[config.mk]
export PLATFORM = sky130hd
export DESIGN_NAME = lsd_device_flat
export DESIGN_NICKNAME = d
export VERILOG_FILES = /design/src/lsd_pkg.sv /design/src/lsd_link_if.sv /design/src/lsd_device.sv /design/src/flat_wrapper.sv
export VERILOG_INCLUDE_DIRS = /design/src /design/src/src
export SDC_FILE = /design/constraint.sdc
export NUM_CORES = 1
export LEC_CHECK = 0
export ABC_AREA = 1
export BUFFER_PORTS_ARGS = -buffer_cell sky130_fd_sc_hd__buf_4
export CAP_MARGIN = 20
export CELL_PAD_IN_SITES_DETAIL_PLACEMENT = 1
export CELL_PAD_IN_SITES_GLOBAL_PLACEMENT = 2
export CORE_MARGIN = 5
export CORE_UTILIZATION = 35
export CTS_BUF_LIST = sky130_fd_sc_hd__clkbuf_16
export CTS_CLUSTER_SIZE = 12
export DETAILED_ROUTE_END_ITERATION = 10
export GPL_ROUTABILITY_DRIVEN = 0
export PLACE_DENSITY_LB_ADDON = 0.1
export SYNTH_ARGS = -nofsm -noshare
export SYNTH_HDL_FRONTEND = slang
export SYNTH_SLANG_ARGS = --single-unit
[constraint.sdc]
create_clock -name clk_sys_i -period 2.6 [get_ports clk_sys_i]
set_input_delay 0.26 -clock clk_sys_i [delete_from_list [all_inputs] [get_ports clk_sys_i]]
set_output_delay 0.26 -clock clk_sys_i [all_outputs]
set_load 0.1 [all_outputs]
[src/lsd_defines.svh]
// Constants for the serial-framed segment display decoder and its host
// Behaviour
// Frames addressed 42H are the only ones taken
// Ninety pixel bits stored as segment pattern
// Payload also carries sleep, share, port, blank fields
// Sleep field 00: normal, scan lines high
// Nonzero sleep: oscillator stops, segments, commons low
// Sleep scan standby levels follow sleep field
// Shared pins are scan outputs in standby
// Frame rate is oscillator divided by 512
// First four segment pins become ports
// First two scan pins become segment pins
// Link: chip enable high, shift clock, data
// Data out only pulls low, line pulled up
// Reset blanks segments, clears keys, keeps serial
// Unpressed sense line reads zero
// Key scan runs only after a press
// Half duty, two backplane phases, ninety segments
// Pixel bits drive segments without decoding
// Share field: 00 scan, 01 first, 1x both
// Port field selects ports; port shows odd bit
// Blank bit 1 turns all segments off
// Segment n shows bits 2n-1 then 2n
// Bits shifted in, fields applied at frame end
`ifndef LSD_DEFINES_SVH
`define LSD_DEFINES_SVH
`define LSD_ADDR 8'h42
`define LSD_ADDR_BITS 4'd8
`define LSD_FRAME_BITS 7'd97
`define LSD_PIX_BITS 90
`define LSD_SEGS 45
`define LSD_BIT_SLEEP_LO 90
`define LSD_BIT_SLEEP_HI 91
`define LSD_BIT_SHARE_A 92
`define LSD_BIT_SHARE_B 93
`define LSD_BIT_PORT_A 94
`define LSD_BIT_PORT_B 95
`define LSD_BIT_BLANK 96
`define LSD_CLK_MHZ 200
`define LSD_PULSE_NS 160
`define LSD_HALF_CYC ((`LSD_PULSE_NS * `LSD_CLK_MHZ + 999) / 1000)
`define LSD_OSC_KHZ 50
`define LSD_OSC_CYC ((`LSD_CLK_MHZ * 1000) / `LSD_OSC_KHZ)
`define LSD_FRAME_DIV 512
`define LSD_SCAN_STEP 4'd8
`define LSD_SCAN_LINES 3'd6
`define LSD_STBY_01 6'h20
`define LSD_STBY_10 6'h30
`define LSD_STBY_ALL 6'h3f
`endif

[src/lsd_pkg.sv]
// Shared types for the segment display link
package lsd_pkg;
    typedef logic [96:0] lsd_frame_t;
    typedef enum logic [2:0] {
        HS_IDLE, HS_ADDR, HS_CEUP, HS_DATA, HS_CEDN
    } lsd_host_st_t;
    typedef enum logic {KS_IDLE, KS_SCAN} lsd_key_st_t;
endpackage

[src/lsd_link_if.sv]
// Serial link between controller and display decoder
`timescale 1ns/1ps
`default_nettype none
interface lsd_link_if;
    logic ce;
    logic shift_clk;
    logic serial_in;
    logic dout_o;
    logic dout_oe;
    logic dout_line;
    // Open-drain with external pull-up
    assign dout_line = dout_oe ? dout_o : 1'b1;
    modport host (
        output ce,
        output shift_clk,
        output serial_in,
        input dout_line
    );
    modport dev (
        input ce,
        input shift_clk,
        input serial_in,
        output dout_o,
        output dout_oe
    );
endinterface
`default_nettype wire

[src/lsd_device.sv]
// Display end: serial frame decoder, display timing and key scan
`timescale 1ns/1ps
`default_nettype none
`include "lsd_defines.svh"
module lsd_device
    import lsd_pkg::*;
(
    // Clock and reset
    input wire logic clk_sys_i,
    input wire logic rst_i,
    // Device pins
    input wire logic hw_reset_n_i,
    input wire logic [4:0] scan_sense_lines_i,
    output logic [44:0] seg_o,
    output logic [3:0] port_mode_o,
    output logic backplane_phase_a_o,
    output logic backplane_phase_b_o,
    output logic [5:0] scan_drive_lines_o,
    output logic [29:0] key_data_o,
    output logic sleep_o,
    output logic osc_run_o,
    // Link
    lsd_link_if.dev link
);
    import lsd_pkg::*;
    localparam logic [11:0] OSC_CYC = 12'(`LSD_OSC_CYC - 1);
    localparam int FDIV_W = $clog2(`LSD_FRAME_DIV);

    // Two-stage synchronisers for pins from outside the clock domain
    logic [1:0] ce_s_r;
    logic [1:0] sck_s_r;
    logic [1:0] din_s_r;
    logic [1:0] rst_s_r;
    logic [4:0] sense_s0_r;
    logic [4:0] sense_s1_r;
    logic ce_d_r;
    logic sck_d_r;
    always_ff @(posedge clk_sys_i) begin
        if (rst_i) begin
            ce_s_r <= '0;
            sck_s_r <= '0;
            din_s_r <= '0;
            // Pin idles high; a low start would fake a hardware reset
            rst_s_r <= 2'b11;
            sense_s0_r <= '0;
            sense_s1_r <= '0;
            ce_d_r <= 1'b0;
            sck_d_r <= 1'b0;
        end else begin
            ce_s_r <= {ce_s_r[0], link.ce};
            sck_s_r <= {sck_s_r[0], link.shift_clk};
            din_s_r <= {din_s_r[0], link.serial_in};
            rst_s_r <= {rst_s_r[0], hw_reset_n_i};
            sense_s0_r <= scan_sense_lines_i;
            sense_s1_r <= sense_s0_r;
            ce_d_r <= ce_s_r[1];
            sck_d_r <= sck_s_r[1];
        end
    end
    wire ce = ce_s_r[1];
    wire sck_rise = sck_s_r[1] && !sck_d_r;
    wire ce_rise = ce && !ce_d_r;
    wire ce_fall = !ce && ce_d_r;
    wire hw_rst = !rst_s_r[1];

    // Serial receiver; runs through hardware reset so data still lands
    logic [7:0] addr_r;
    logic sel_r;
    logic [6:0] cnt_r;
    lsd_frame_t pay_r;
    lsd_frame_t cfg_r;
    wire full = cnt_r == `LSD_FRAME_BITS;
    wire apply = ce_fall && sel_r && full;
    always_ff @(posedge clk_sys_i) begin
        if (rst_i) begin
            addr_r <= '0;
            sel_r <= 1'b0;
            cnt_r <= '0;
            pay_r <= '0;
        end else begin
            if (sck_rise && !ce) begin
                addr_r <= {din_s_r[1], addr_r[7:1]};
            end
            if (ce_rise) begin
                sel_r <= addr_r == `LSD_ADDR;
                cnt_r <= '0;
            end else if (sck_rise && ce && sel_r && !full) begin
                pay_r <= {din_s_r[1], pay_r[96:1]};
                cnt_r <= cnt_r + 1'b1;
            end
            if (ce_fall) begin
                sel_r <= 1'b0;
            end
        end
    end
    // Pixel bits and control fields held until the next good frame
    always_ff @(posedge clk_sys_i) begin
        if (rst_i) begin
            cfg_r <= '0;
        end else if (apply) begin
            cfg_r <= pay_r;
        end
    end
    wire [89:0] pixel_bits = cfg_r[`LSD_PIX_BITS-1:0];
    wire sleep_sel_lo = cfg_r[`LSD_BIT_SLEEP_LO];
    wire sleep_sel_hi = cfg_r[`LSD_BIT_SLEEP_HI];
    wire scanpin_share_a = cfg_r[`LSD_BIT_SHARE_A];
    wire scanpin_share_b = cfg_r[`LSD_BIT_SHARE_B];
    wire port_sel_a = cfg_r[`LSD_BIT_PORT_A];
    wire port_sel_b = cfg_r[`LSD_BIT_PORT_B];
    wire segment_blank = cfg_r[`LSD_BIT_BLANK];
    wire sleep = sleep_sel_lo || sleep_sel_hi;

    // Key scan state
    lsd_key_st_t ks_r;
    logic [2:0] line_r;
    logic [3:0] step_r;
    logic [29:0] key_r;
    logic [29:0] acc_r;
    logic req_r;
    wire any_key = |sense_s1_r;
    wire scanning = ks_r == KS_SCAN;

    // Oscillator restarts in sleep only for a key scan
    wire osc_run = !sleep || scanning || any_key;
    logic [11:0] osc_cnt_r;
    logic [FDIV_W-1:0] fdiv_r;
    wire osc_tick = osc_run && (osc_cnt_r == OSC_CYC);
    always_ff @(posedge clk_sys_i) begin
        if (rst_i) begin
            osc_cnt_r <= '0;
            fdiv_r <= '0;
        end else if (osc_run) begin
            osc_cnt_r <= osc_tick ? '0 : osc_cnt_r + 1'b1;
            if (osc_tick) begin
                fdiv_r <= fdiv_r + 1'b1;
            end
        end
    end
    // One frame is two backplane phases of 256 oscillator periods each
    wire phase_b = fdiv_r[FDIV_W-1];

    // Pin sharing decode
    wire first_seg = scanpin_share_a || scanpin_share_b;
    wire second_seg = scanpin_share_a;
    // Shared pins are forced to scan while asleep or scanning
    wire stby = sleep || scanning;
    wire pin1_seg = first_seg && !stby;
    wire pin2_seg = second_seg && !stby;
    wire [3:0] port_en = {port_sel_a && port_sel_b, port_sel_a,
        port_sel_a || port_sel_b, port_sel_a || port_sel_b};

    // Scan line levels
    logic [5:0] stby_lvl;
    always_comb begin
        unique case ({sleep_sel_lo, sleep_sel_hi})
            2'b00: stby_lvl = `LSD_STBY_ALL;
            2'b01: stby_lvl = `LSD_STBY_01;
            2'b10: stby_lvl = `LSD_STBY_10;
            2'b11: stby_lvl = `LSD_STBY_ALL;
        endcase
    end
    wire [5:0] scan_lvl = scanning ? 6'(1 << line_r) : stby_lvl;

    // Segment levels, one generate per pin
    logic [44:0] seg_nxt;
    wire seg_off = sleep || segment_blank || hw_rst;
    genvar gi;
    generate
        for (gi = 0; gi < `LSD_SEGS; gi++) begin : g_seg
            // Pixel bit 2n-1 on phase a, 2n on phase b
            wire lvl = phase_b ? pixel_bits[2*gi+1] : pixel_bits[2*gi];
            if (gi < 4) begin : g_port
                assign seg_nxt[gi] = port_en[gi] ? pixel_bits[2*gi] :
                    (lvl && !seg_off);
            end else if (gi == 43) begin : g_sh1
                assign seg_nxt[gi] = pin1_seg ? (lvl && !seg_off) :
                    scan_lvl[0];
            end else if (gi == 44) begin : g_sh2
                assign seg_nxt[gi] = pin2_seg ? (lvl && !seg_off) :
                    scan_lvl[1];
            end else begin : g_plain
                assign seg_nxt[gi] = lvl && !seg_off;
            end
        end
    endgenerate
    wire [5:0] scan_nxt = {scan_lvl[5:2], seg_nxt[44:43]};

    // Key scan: idle until a sense line goes high, then walk lines
    wire step_end = osc_tick && (step_r == `LSD_SCAN_STEP - 4'd1);
    wire last_line = line_r == `LSD_SCAN_LINES - 3'd1;
    // Lines lent to segment drive return to scan while scanning and report keys
    wire line_off = (line_r == 3'd0 && pin1_seg) ||
        (line_r == 3'd1 && pin2_seg);
    wire [29:0] acc_nxt = acc_r |
        (line_off ? 30'h0 : (30'(sense_s1_r) << (5'(line_r) * 5'h05)));
    always_ff @(posedge clk_sys_i) begin
        if (rst_i || hw_rst) begin
            ks_r <= KS_IDLE;
            line_r <= '0;
            step_r <= '0;
            acc_r <= '0;
            key_r <= '0;
            req_r <= 1'b0;
        end else begin
            unique case (ks_r)
                KS_IDLE: begin
                    if (any_key) begin
                        ks_r <= KS_SCAN;
                        line_r <= '0;
                        step_r <= '0;
                        acc_r <= '0;
                    end
                end
                KS_SCAN: begin
                    if (osc_tick) begin
                        step_r <= step_r + 1'b1;
                    end
                    if (step_end) begin
                        step_r <= '0;
                        acc_r <= acc_nxt;
                        line_r <= last_line ? '0 : line_r + 1'b1;
                        if (last_line) begin
                            key_r <= acc_nxt;
                            req_r <= acc_nxt != '0;
                            acc_r <= '0;
                            if (acc_nxt == '0) begin
                                ks_r <= KS_IDLE;
                            end
                        end
                    end
                end
            endcase
        end
    end

    // Registered pin outputs
    always_ff @(posedge clk_sys_i) begin
        if (rst_i) begin
            seg_o <= '0;
            scan_drive_lines_o <= '0;
            backplane_phase_a_o <= 1'b0;
            backplane_phase_b_o <= 1'b0;
            port_mode_o <= '0;
        end else begin
            seg_o <= seg_nxt;
            scan_drive_lines_o <= scan_nxt;
            backplane_phase_a_o <= !sleep && !phase_b;
            backplane_phase_b_o <= !sleep && phase_b;
            port_mode_o <= port_en;
        end
    end
    assign key_data_o = key_r;
    assign sleep_o = sleep;
    assign osc_run_o = osc_run;
    // Only ever pulls low; released while a frame is being sent
    assign link.dout_o = 1'b0;
    assign link.dout_oe = req_r && !ce;
endmodule
`default_nettype wire

[src/flat_wrapper.sv]
// flat-port wrapper written by rule: the top's interface ports become plain ports
module lsd_device_flat import lsd_pkg::*;
  (clk_sys_i, rst_i, hw_reset_n_i, scan_sense_lines_i, seg_o, port_mode_o, backplane_phase_a_o, backplane_phase_b_o, scan_drive_lines_o, key_data_o, sleep_o, osc_run_o, link_ce, link_shift_clk, link_serial_in, link_dout_o, link_dout_oe);
  lsd_link_if link_i ();
  input wire logic clk_sys_i;
  input wire logic rst_i;
  input wire logic hw_reset_n_i;
  input wire logic [4:0] scan_sense_lines_i;
  output logic [44:0] seg_o;
  output logic [3:0] port_mode_o;
  output logic backplane_phase_a_o;
  output logic backplane_phase_b_o;
  output logic [5:0] scan_drive_lines_o;
  output logic [29:0] key_data_o;
  output logic sleep_o;
  output logic osc_run_o;
  input wire logic [$bits(link_i.ce)-1:0] link_ce;
  input wire logic [$bits(link_i.shift_clk)-1:0] link_shift_clk;
  input wire logic [$bits(link_i.serial_in)-1:0] link_serial_in;
  output wire logic [$bits(link_i.dout_o)-1:0] link_dout_o;
  output wire logic [$bits(link_i.dout_oe)-1:0] link_dout_oe;
  assign link_i.ce = link_ce;
  assign link_i.shift_clk = link_shift_clk;
  assign link_i.serial_in = link_serial_in;
  assign link_dout_o = link_i.dout_o;
  assign link_dout_oe = link_i.dout_oe;
  lsd_device u_core (.clk_sys_i(clk_sys_i), .rst_i(rst_i), .hw_reset_n_i(hw_reset_n_i), .scan_sense_lines_i(scan_sense_lines_i), .seg_o(seg_o), .port_mode_o(port_mode_o), .backplane_phase_a_o(backplane_phase_a_o), .backplane_phase_b_o(backplane_phase_b_o), .scan_drive_lines_o(scan_drive_lines_o), .key_data_o(key_data_o), .sleep_o(sleep_o), .osc_run_o(osc_run_o), .link(link_i));
endmodule
# After elaboration in Yosys (flattened, before gate mapping)
# Index checks and enable logic that the tools add are counted.
# word_totals
elab_cells	217
reg_bits	377
inputBits	11
# classes
mul	1
n_reduce_logical	96
bitwise	3
eq_ne	12
n_shift	2
add_sub_neg	5
mux	72
# op_table
operator	n
30-bit 2-to-1 mux	4
1-bit logical AND	64
30-bit case mux with 2 select lines	1
1-bit 2-to-1 mux	55
30-bit zero test	1
30-bit bitwise OR	1
30-bit nonzero test	1
5-bit by 5-bit << shifter with 30-bit output	1
6-bit case mux with 3 select lines	1
12-bit by 1-bit adder with 12-bit output, second input constant	1
12-bit == test, second input constant	1
12-bit 2-to-1 mux	1
4-bit 2-to-1 mux	3
1-bit logical OR	10
9-bit by 1-bit adder with 9-bit output, second input constant	1
1-bit zero test	9
3-bit 2-to-1 mux	3
8-bit by 7-bit == test with 1-bit output, second input constant	1
4-bit case mux with 2 select lines	1
2-bit AND reduction	4
7-bit by 1-bit adder with 7-bit output, second input constant	1
7-bit == test, second input constant	1
6-bit 2-to-1 mux	1
3-bit case mux with 2 select lines	1
19 further kinds	23

# Depth between registers and ports, before layout
# logic_depth
depth_word	13
depth_mapped	16
depth_no_buf	15

# Least setup slack after synthesis
# Ideal clock, no wire load.
# synth_path
kind	register -> register
from	register u_core.cfg_r[90]
to	register u_core.acc_r[20]
synth_period_minus_slack_ns	2.926
arrival_ns	2.870
slack_ns	-0.326
t_required_ns	2.544
setup_ns	0.056
path_stages_with_launch	12
path_cell_list	dfxtp_1 -> inv_1 -> ha_1 -> inv_1 -> nand2_2 -> nand4_1 -> nand2_1 -> inv_2 -> buf_4 -> nand2_1 -> a211o_1 -> inv_1
# synth_between
elab_cells_between_ends	20
# synth_rtl
element	line	rtl
start, declared	lsd_device.sv:71	lsd_frame_t cfg_r;
start signal, assigned	lsd_device.sv:101	cfg_r <= pay_r;
1-bit logical OR	lsd_device.sv:112	wire sleep = sleep_sel_lo || sleep_sel_hi;
via sleep_o	flat_wrapper.sv:15	output logic sleep_o;
1-bit zero test	lsd_device.sv:125	wire osc_run = !sleep || scanning || any_key;
1-bit logical OR (2 in a row)	lsd_device.sv:125	
via osc_run_o	flat_wrapper.sv:16	output logic osc_run_o;
1-bit logical AND	lsd_device.sv:128	wire osc_tick = osc_run && (osc_cnt_r == OSC_CYC);
1-bit logical AND	lsd_device.sv:190	wire step_end = osc_tick && (step_r == `LSD_SCAN_STEP - 4'd1);
2-bit inequality test (no source line)	n/a	
2-bit AND reduction (no source line)	n/a	
end signal, assigned	lsd_device.sv:221	acc_r <= acc_nxt;
end, declared	lsd_device.sv:119	logic [29:0] acc_r;
# The timed path passes the listed nets, and every way through them passes these cells. The select of a mux whose other input is x is not followed.
# A chain may end at the register's enable or synchronous reset.

# Final worst setup path
# layout_path
from	register u_core.line_r[0]
to	register u_core.ks_r
# layout_between
elab_chain_len	10
elab_cells_between_ends	15
# layout_rtl
element	line	rtl
start, declared	lsd_device.sv:116	logic [2:0] line_r;
start signal, assigned	lsd_device.sv:222	line_r <= last_line ? '0 : line_r + 1'b1;
branches (longest 7 deep; another with 3-bit by 3-bit multiplier with 5-bit output)	n/a	
1-bit 2-to-1 mux *	lsd_device.sv:223	if (last_line) begin
1-bit 2-to-1 mux *	lsd_device.sv:219	if (step_end) begin
1-bit case mux with 2 select lines *	lsd_device.sv:206	unique case (ks_r)
end signal, assigned	lsd_device.sv:199	ks_r <= KS_IDLE;
end signal, assigned	lsd_device.sv:209	ks_r <= KS_SCAN;
end signal, assigned	lsd_device.sv:228	ks_r <= KS_IDLE;
end, declared	lsd_device.sv:115	lsd_key_st_t ks_r;
# Mark *: on every way between the ends.

==> metrics.md <==
| Metric | Value |
|---|---|
| TritonCTS Buffers | `43` |
| Outcome | `complete, no violations` |
| Largest family of logic cells by synthesized area | `simple AND/OR/NAND/NOR gates` |
| Adder-cell share of the synthesized area | `0.9610%` |
| Sequential cell area fraction in the yosys report | `52.28%` |
| DP Worst Slack | `0.2325 ns` |
| Io pins | `102` |
| Complex-gate fraction of the synthesized area | `16.70%` |
| Hold_sp | `rst_i` |
| Antenna violations before repair | `0` |
| Via count | `12489` |
| Most used cell, CP | `nor2_1` |
| Worst-path maximum fanout | `14` |
| H-tree Lvls | `2` |
| Slowest-stage cell, CP | `ha_1` |
| Inserted Diodes | `0` |
| Synth area leader | `dfxtp_1` |
| Setup TNS Final | `0 ns` |
| DIE WIDTH | `212.3 um` |
| HP Class | `primary input to register` |
| Worst hold endpoint | `u_core.din_s_r[0]` |
| Worst Hold Depth | `2` |
| Final worst-path setup slack | `0.2197 ns` |
| Setup Skew | `0.01038 ns` |
| Total track usage | `18.02%` |
| Row count | `74` |
| Ys Warns | `0` |
| Primary FF master, synth | `dfxtp_1` |
| Worst setup EP type | `register` |
| Clk_lat worst skew | `0.57 ns` |
| Tot Pwr | `11980 uW` |
| Via/cell ratio | `4.992` |
| EDFF count, synth | `0` |
| Placed insts | `2415` |
| Top cells by count, synth | `dfxtp_1 (374), nand2_1 (313), nor2_1 (241), a21oi_1 (232), o21ai_0 (175)` |
| First-pass GRT wire length | `67080 um` |
| Reg2reg path depth | `12` |
| Post-synthesis simple-gate area fraction | `22.43%` |
| Pwr Density | `704.8 nW/um2` |
| CP Cell Sequence | `ha_1 > inv_1 > nor3_1 > or2_2 > nand3_1 > nand2_1 > nor2_1 > nand2_1 > nor2_1 > nand3_1 > nor2_2 > nor2_1` |
| Synth top area cells | `dfxtp_1 (52%), nand2_1 (8.2%), a21oi_1 (8.1%), nor2_1 (6.3%), o21ai_0 (6.1%)` |
| Core box area | `40650 um2` |
| P_leak | `0.007077 uW` |
| Clk slew on worst S/H paths | `0.06 ns` |
| PortBufs | `100` |
| Largest net degree at the start of global routing | `117` |
| DRT Pass-1 Iters | `7` |
| Syn_area_per_cell | `7.700 um2` |
| Cells after synthesis | `1860` |
| Min Tclk post-route | `2.380 ns` |
| Number of non-filler instances in the completed layout | `2502` |
| Clk sinks | `374` |
| Area Overhead vs Synth | `18.68%` |
| Top cell type's share of synthesized area | `52.28%` |
| RSZ-0062 raised after global routing | `false` |
| Worst Setup Start Kind | `register` |
| WP data required | `3.05 ns` |
| Yosys cell types | `44` |
| Post-synthesis mux area share | `0%` |
| Count leader, synth | `dfxtp_1` |
| Fillers | `4953` |
| Postcts setup bufs | `0` |
| Final antenna-violating net count | `0` |
| Xor and xnor fraction of the mapped netlist area | `0.2359%` |
| #FFs+latches synth | `374` |
| Post-Syn Nets | `1882` |
| Max cap viols | `0` |
| DR DRC count | `0` |
| Vias in the first global route | `12887` |
| Die ar. | `45060 um2` |
| Fmax achieved | `420.1 MHz` |
| Final setup vio count | `0` |
| Root Buffer | `clkbuf_16` |
| Post-DP HPWL | `25770 um` |
| Initial Utilization | `35.23%` |
| Slew @ Worst Pin | `0.9342 ns` |
| Critical path's largest stage delay | `0.42 ns` |
| Final period util | `91.55%` |
| Crit path kind | `register to register` |
| Worst reg2reg path startpoint | `u_core.line_r[0]` |
| Max Slew Vio Count | `0` |
| Total global routing overflow | `0` |
| Peak supply drop | `0.0003924 V` |
| Layout cells sized above 1 | `12.03%` |
| Average routed wire per standard cell | `16.36 um` |
| Cell Area, Synth | `14320 um2` |
| Final Net Count | `1959` |
| Iter 0 DRT Violations | `457` |
| Max_slew headroom | `37.72%` |
| Post-synth ARST share | `0%` |
| Crit path DAT | `2.83 ns` |
| CTS Buffer Depth | `3` |
| Chip Height | `212.3 um` |
| R2R Path End | `u_core.ks_r` |
| Final WL | `40940 um` |
| Hold Fails Final Rpt | `0` |
| Reg2reg setup slack | `0.22 ns` |
| TritonCTS clock tree | `built` |
-- area by class of cell --
cell class | instances | area, um2 | share of cell area, %
Sequential cell | 374 | 7488 | 44.06
Multi-Input combinational cell | 1222 | 5796 | 34.10
Timing Repair Buffer | 148 | 1209 | 7.111
Clock buffer | 43 | 1076 | 6.331
Tap cell | 532 | 665.6 | 3.916
Inverter | 148 | 561.8 | 3.305
Clock inverter | 35 | 200.2 | 1.178
-- critical path, delay by kind of cell, from the launching register on --
family,cells,cell delay (ns)
adders and majority gates,1,0.42
DFF,1,0.31
buffers and inverters,1,0.34
and+or+nand+nor,10,1.17
-- placed cells by master (no fill, tap or decap), drive strengths merged, types with 8 or more instances in the layout --
cell type	n
nor3	19
nand3	136
clkbuf	43
a211oi	13
nand4	15
dlygate4sd3	9
a31oi	10
nand2	319
o21ai	175
clkinv	19
inv	162
nor4	8
a21oi	232
nor2	251
dfxtp	374
buf	139
ha	11
-- kinds of logic after synthesis --
kind of cell,Yosys count
compound gates,453
xor+xnor,3
fa+ha+maj,11
buf+inv,264
flops,374
other cells,1
simple gates,754
-- worst max-delay path by stage --
stage | from | to | cells past startpoint | slack [ns]
after floorplan | u_core.cfg_r[90] | u_core.acc_r[13] | 9 | 0.02
after global placement | u_core.line_r[0] | u_core.ks_r | 12 | 0.28
after detailed placement | u_core.line_r[0] | u_core.ks_r | 11 | 0.23
after CTS | u_core.line_r[0] | u_core.ks_r | 12 | 0.23
after global routing | u_core.line_r[0] | u_core.req_r | 12 | 0.01
final | u_core.line_r[0] | u_core.ks_r | 12 | 0.22
-- stage by stage --
stage | util [%] | hold slack (ns) | cell area [um2]
after floorplan | - | 0.3638 | 14330
after global placement | 38.45 | 0.3987 | 15630
after detailed placement | 38.45 | 0.4033 | 15630
after CTS | 41.81 | 0.08078 | 16990
after global routing | 41.81 | 0.1076 | 17000
final | 41.81 | 0.1082 | 17000
-- sequential cells by signal, summed over array words and instances (netlist names), 2 cells and up --
name	flops
u_core.ce_s_r	2
u_core.fdiv_r	9
u_core.cnt_r	7
u_core.osc_cnt_r	12
u_core.sense_s1_r	5
u_core.sense_s0_r	5
u_core.rst_s_r	2
u_core.step_r	4
u_core.pay_r	97
u_core.port_mode_o	3
u_core.scan_drive_lines_o	6
u_core.line_r	3
u_core.din_s_r	2
u_core.acc_r	30
u_core.seg_o	43
u_core.cfg_r	97
u_core.sck_s_r	2
u_core.key_data_o	30
u_core.addr_r	8
-- metal layers --
layer  vias to the layer above  track usage [%]  share of wire [%]
met5                         -                0                  0
met4                         0            5.231                2.2
met3                        67            2.833                3.1
met2                       149            31.45                 48
met1                      6006            23.17                 47
li1                       6267                -                  -
-- power breakdown --
group | internal, uW | switching [uW] | leakage (uW)
clock network | 3110 | 2440 | 0.000686
registers | 5770 | 26.3 | 0.00302
logic | 156 | 477 | 0.00337
-- timing repair --
action                     CTS  global route
resized for setup            0             1
hold endpoints to repair     9             0
setup endpoints to repair    0             2
hold buffers                 9             0
Note: power is estimated with default switching activity, not from simulation.
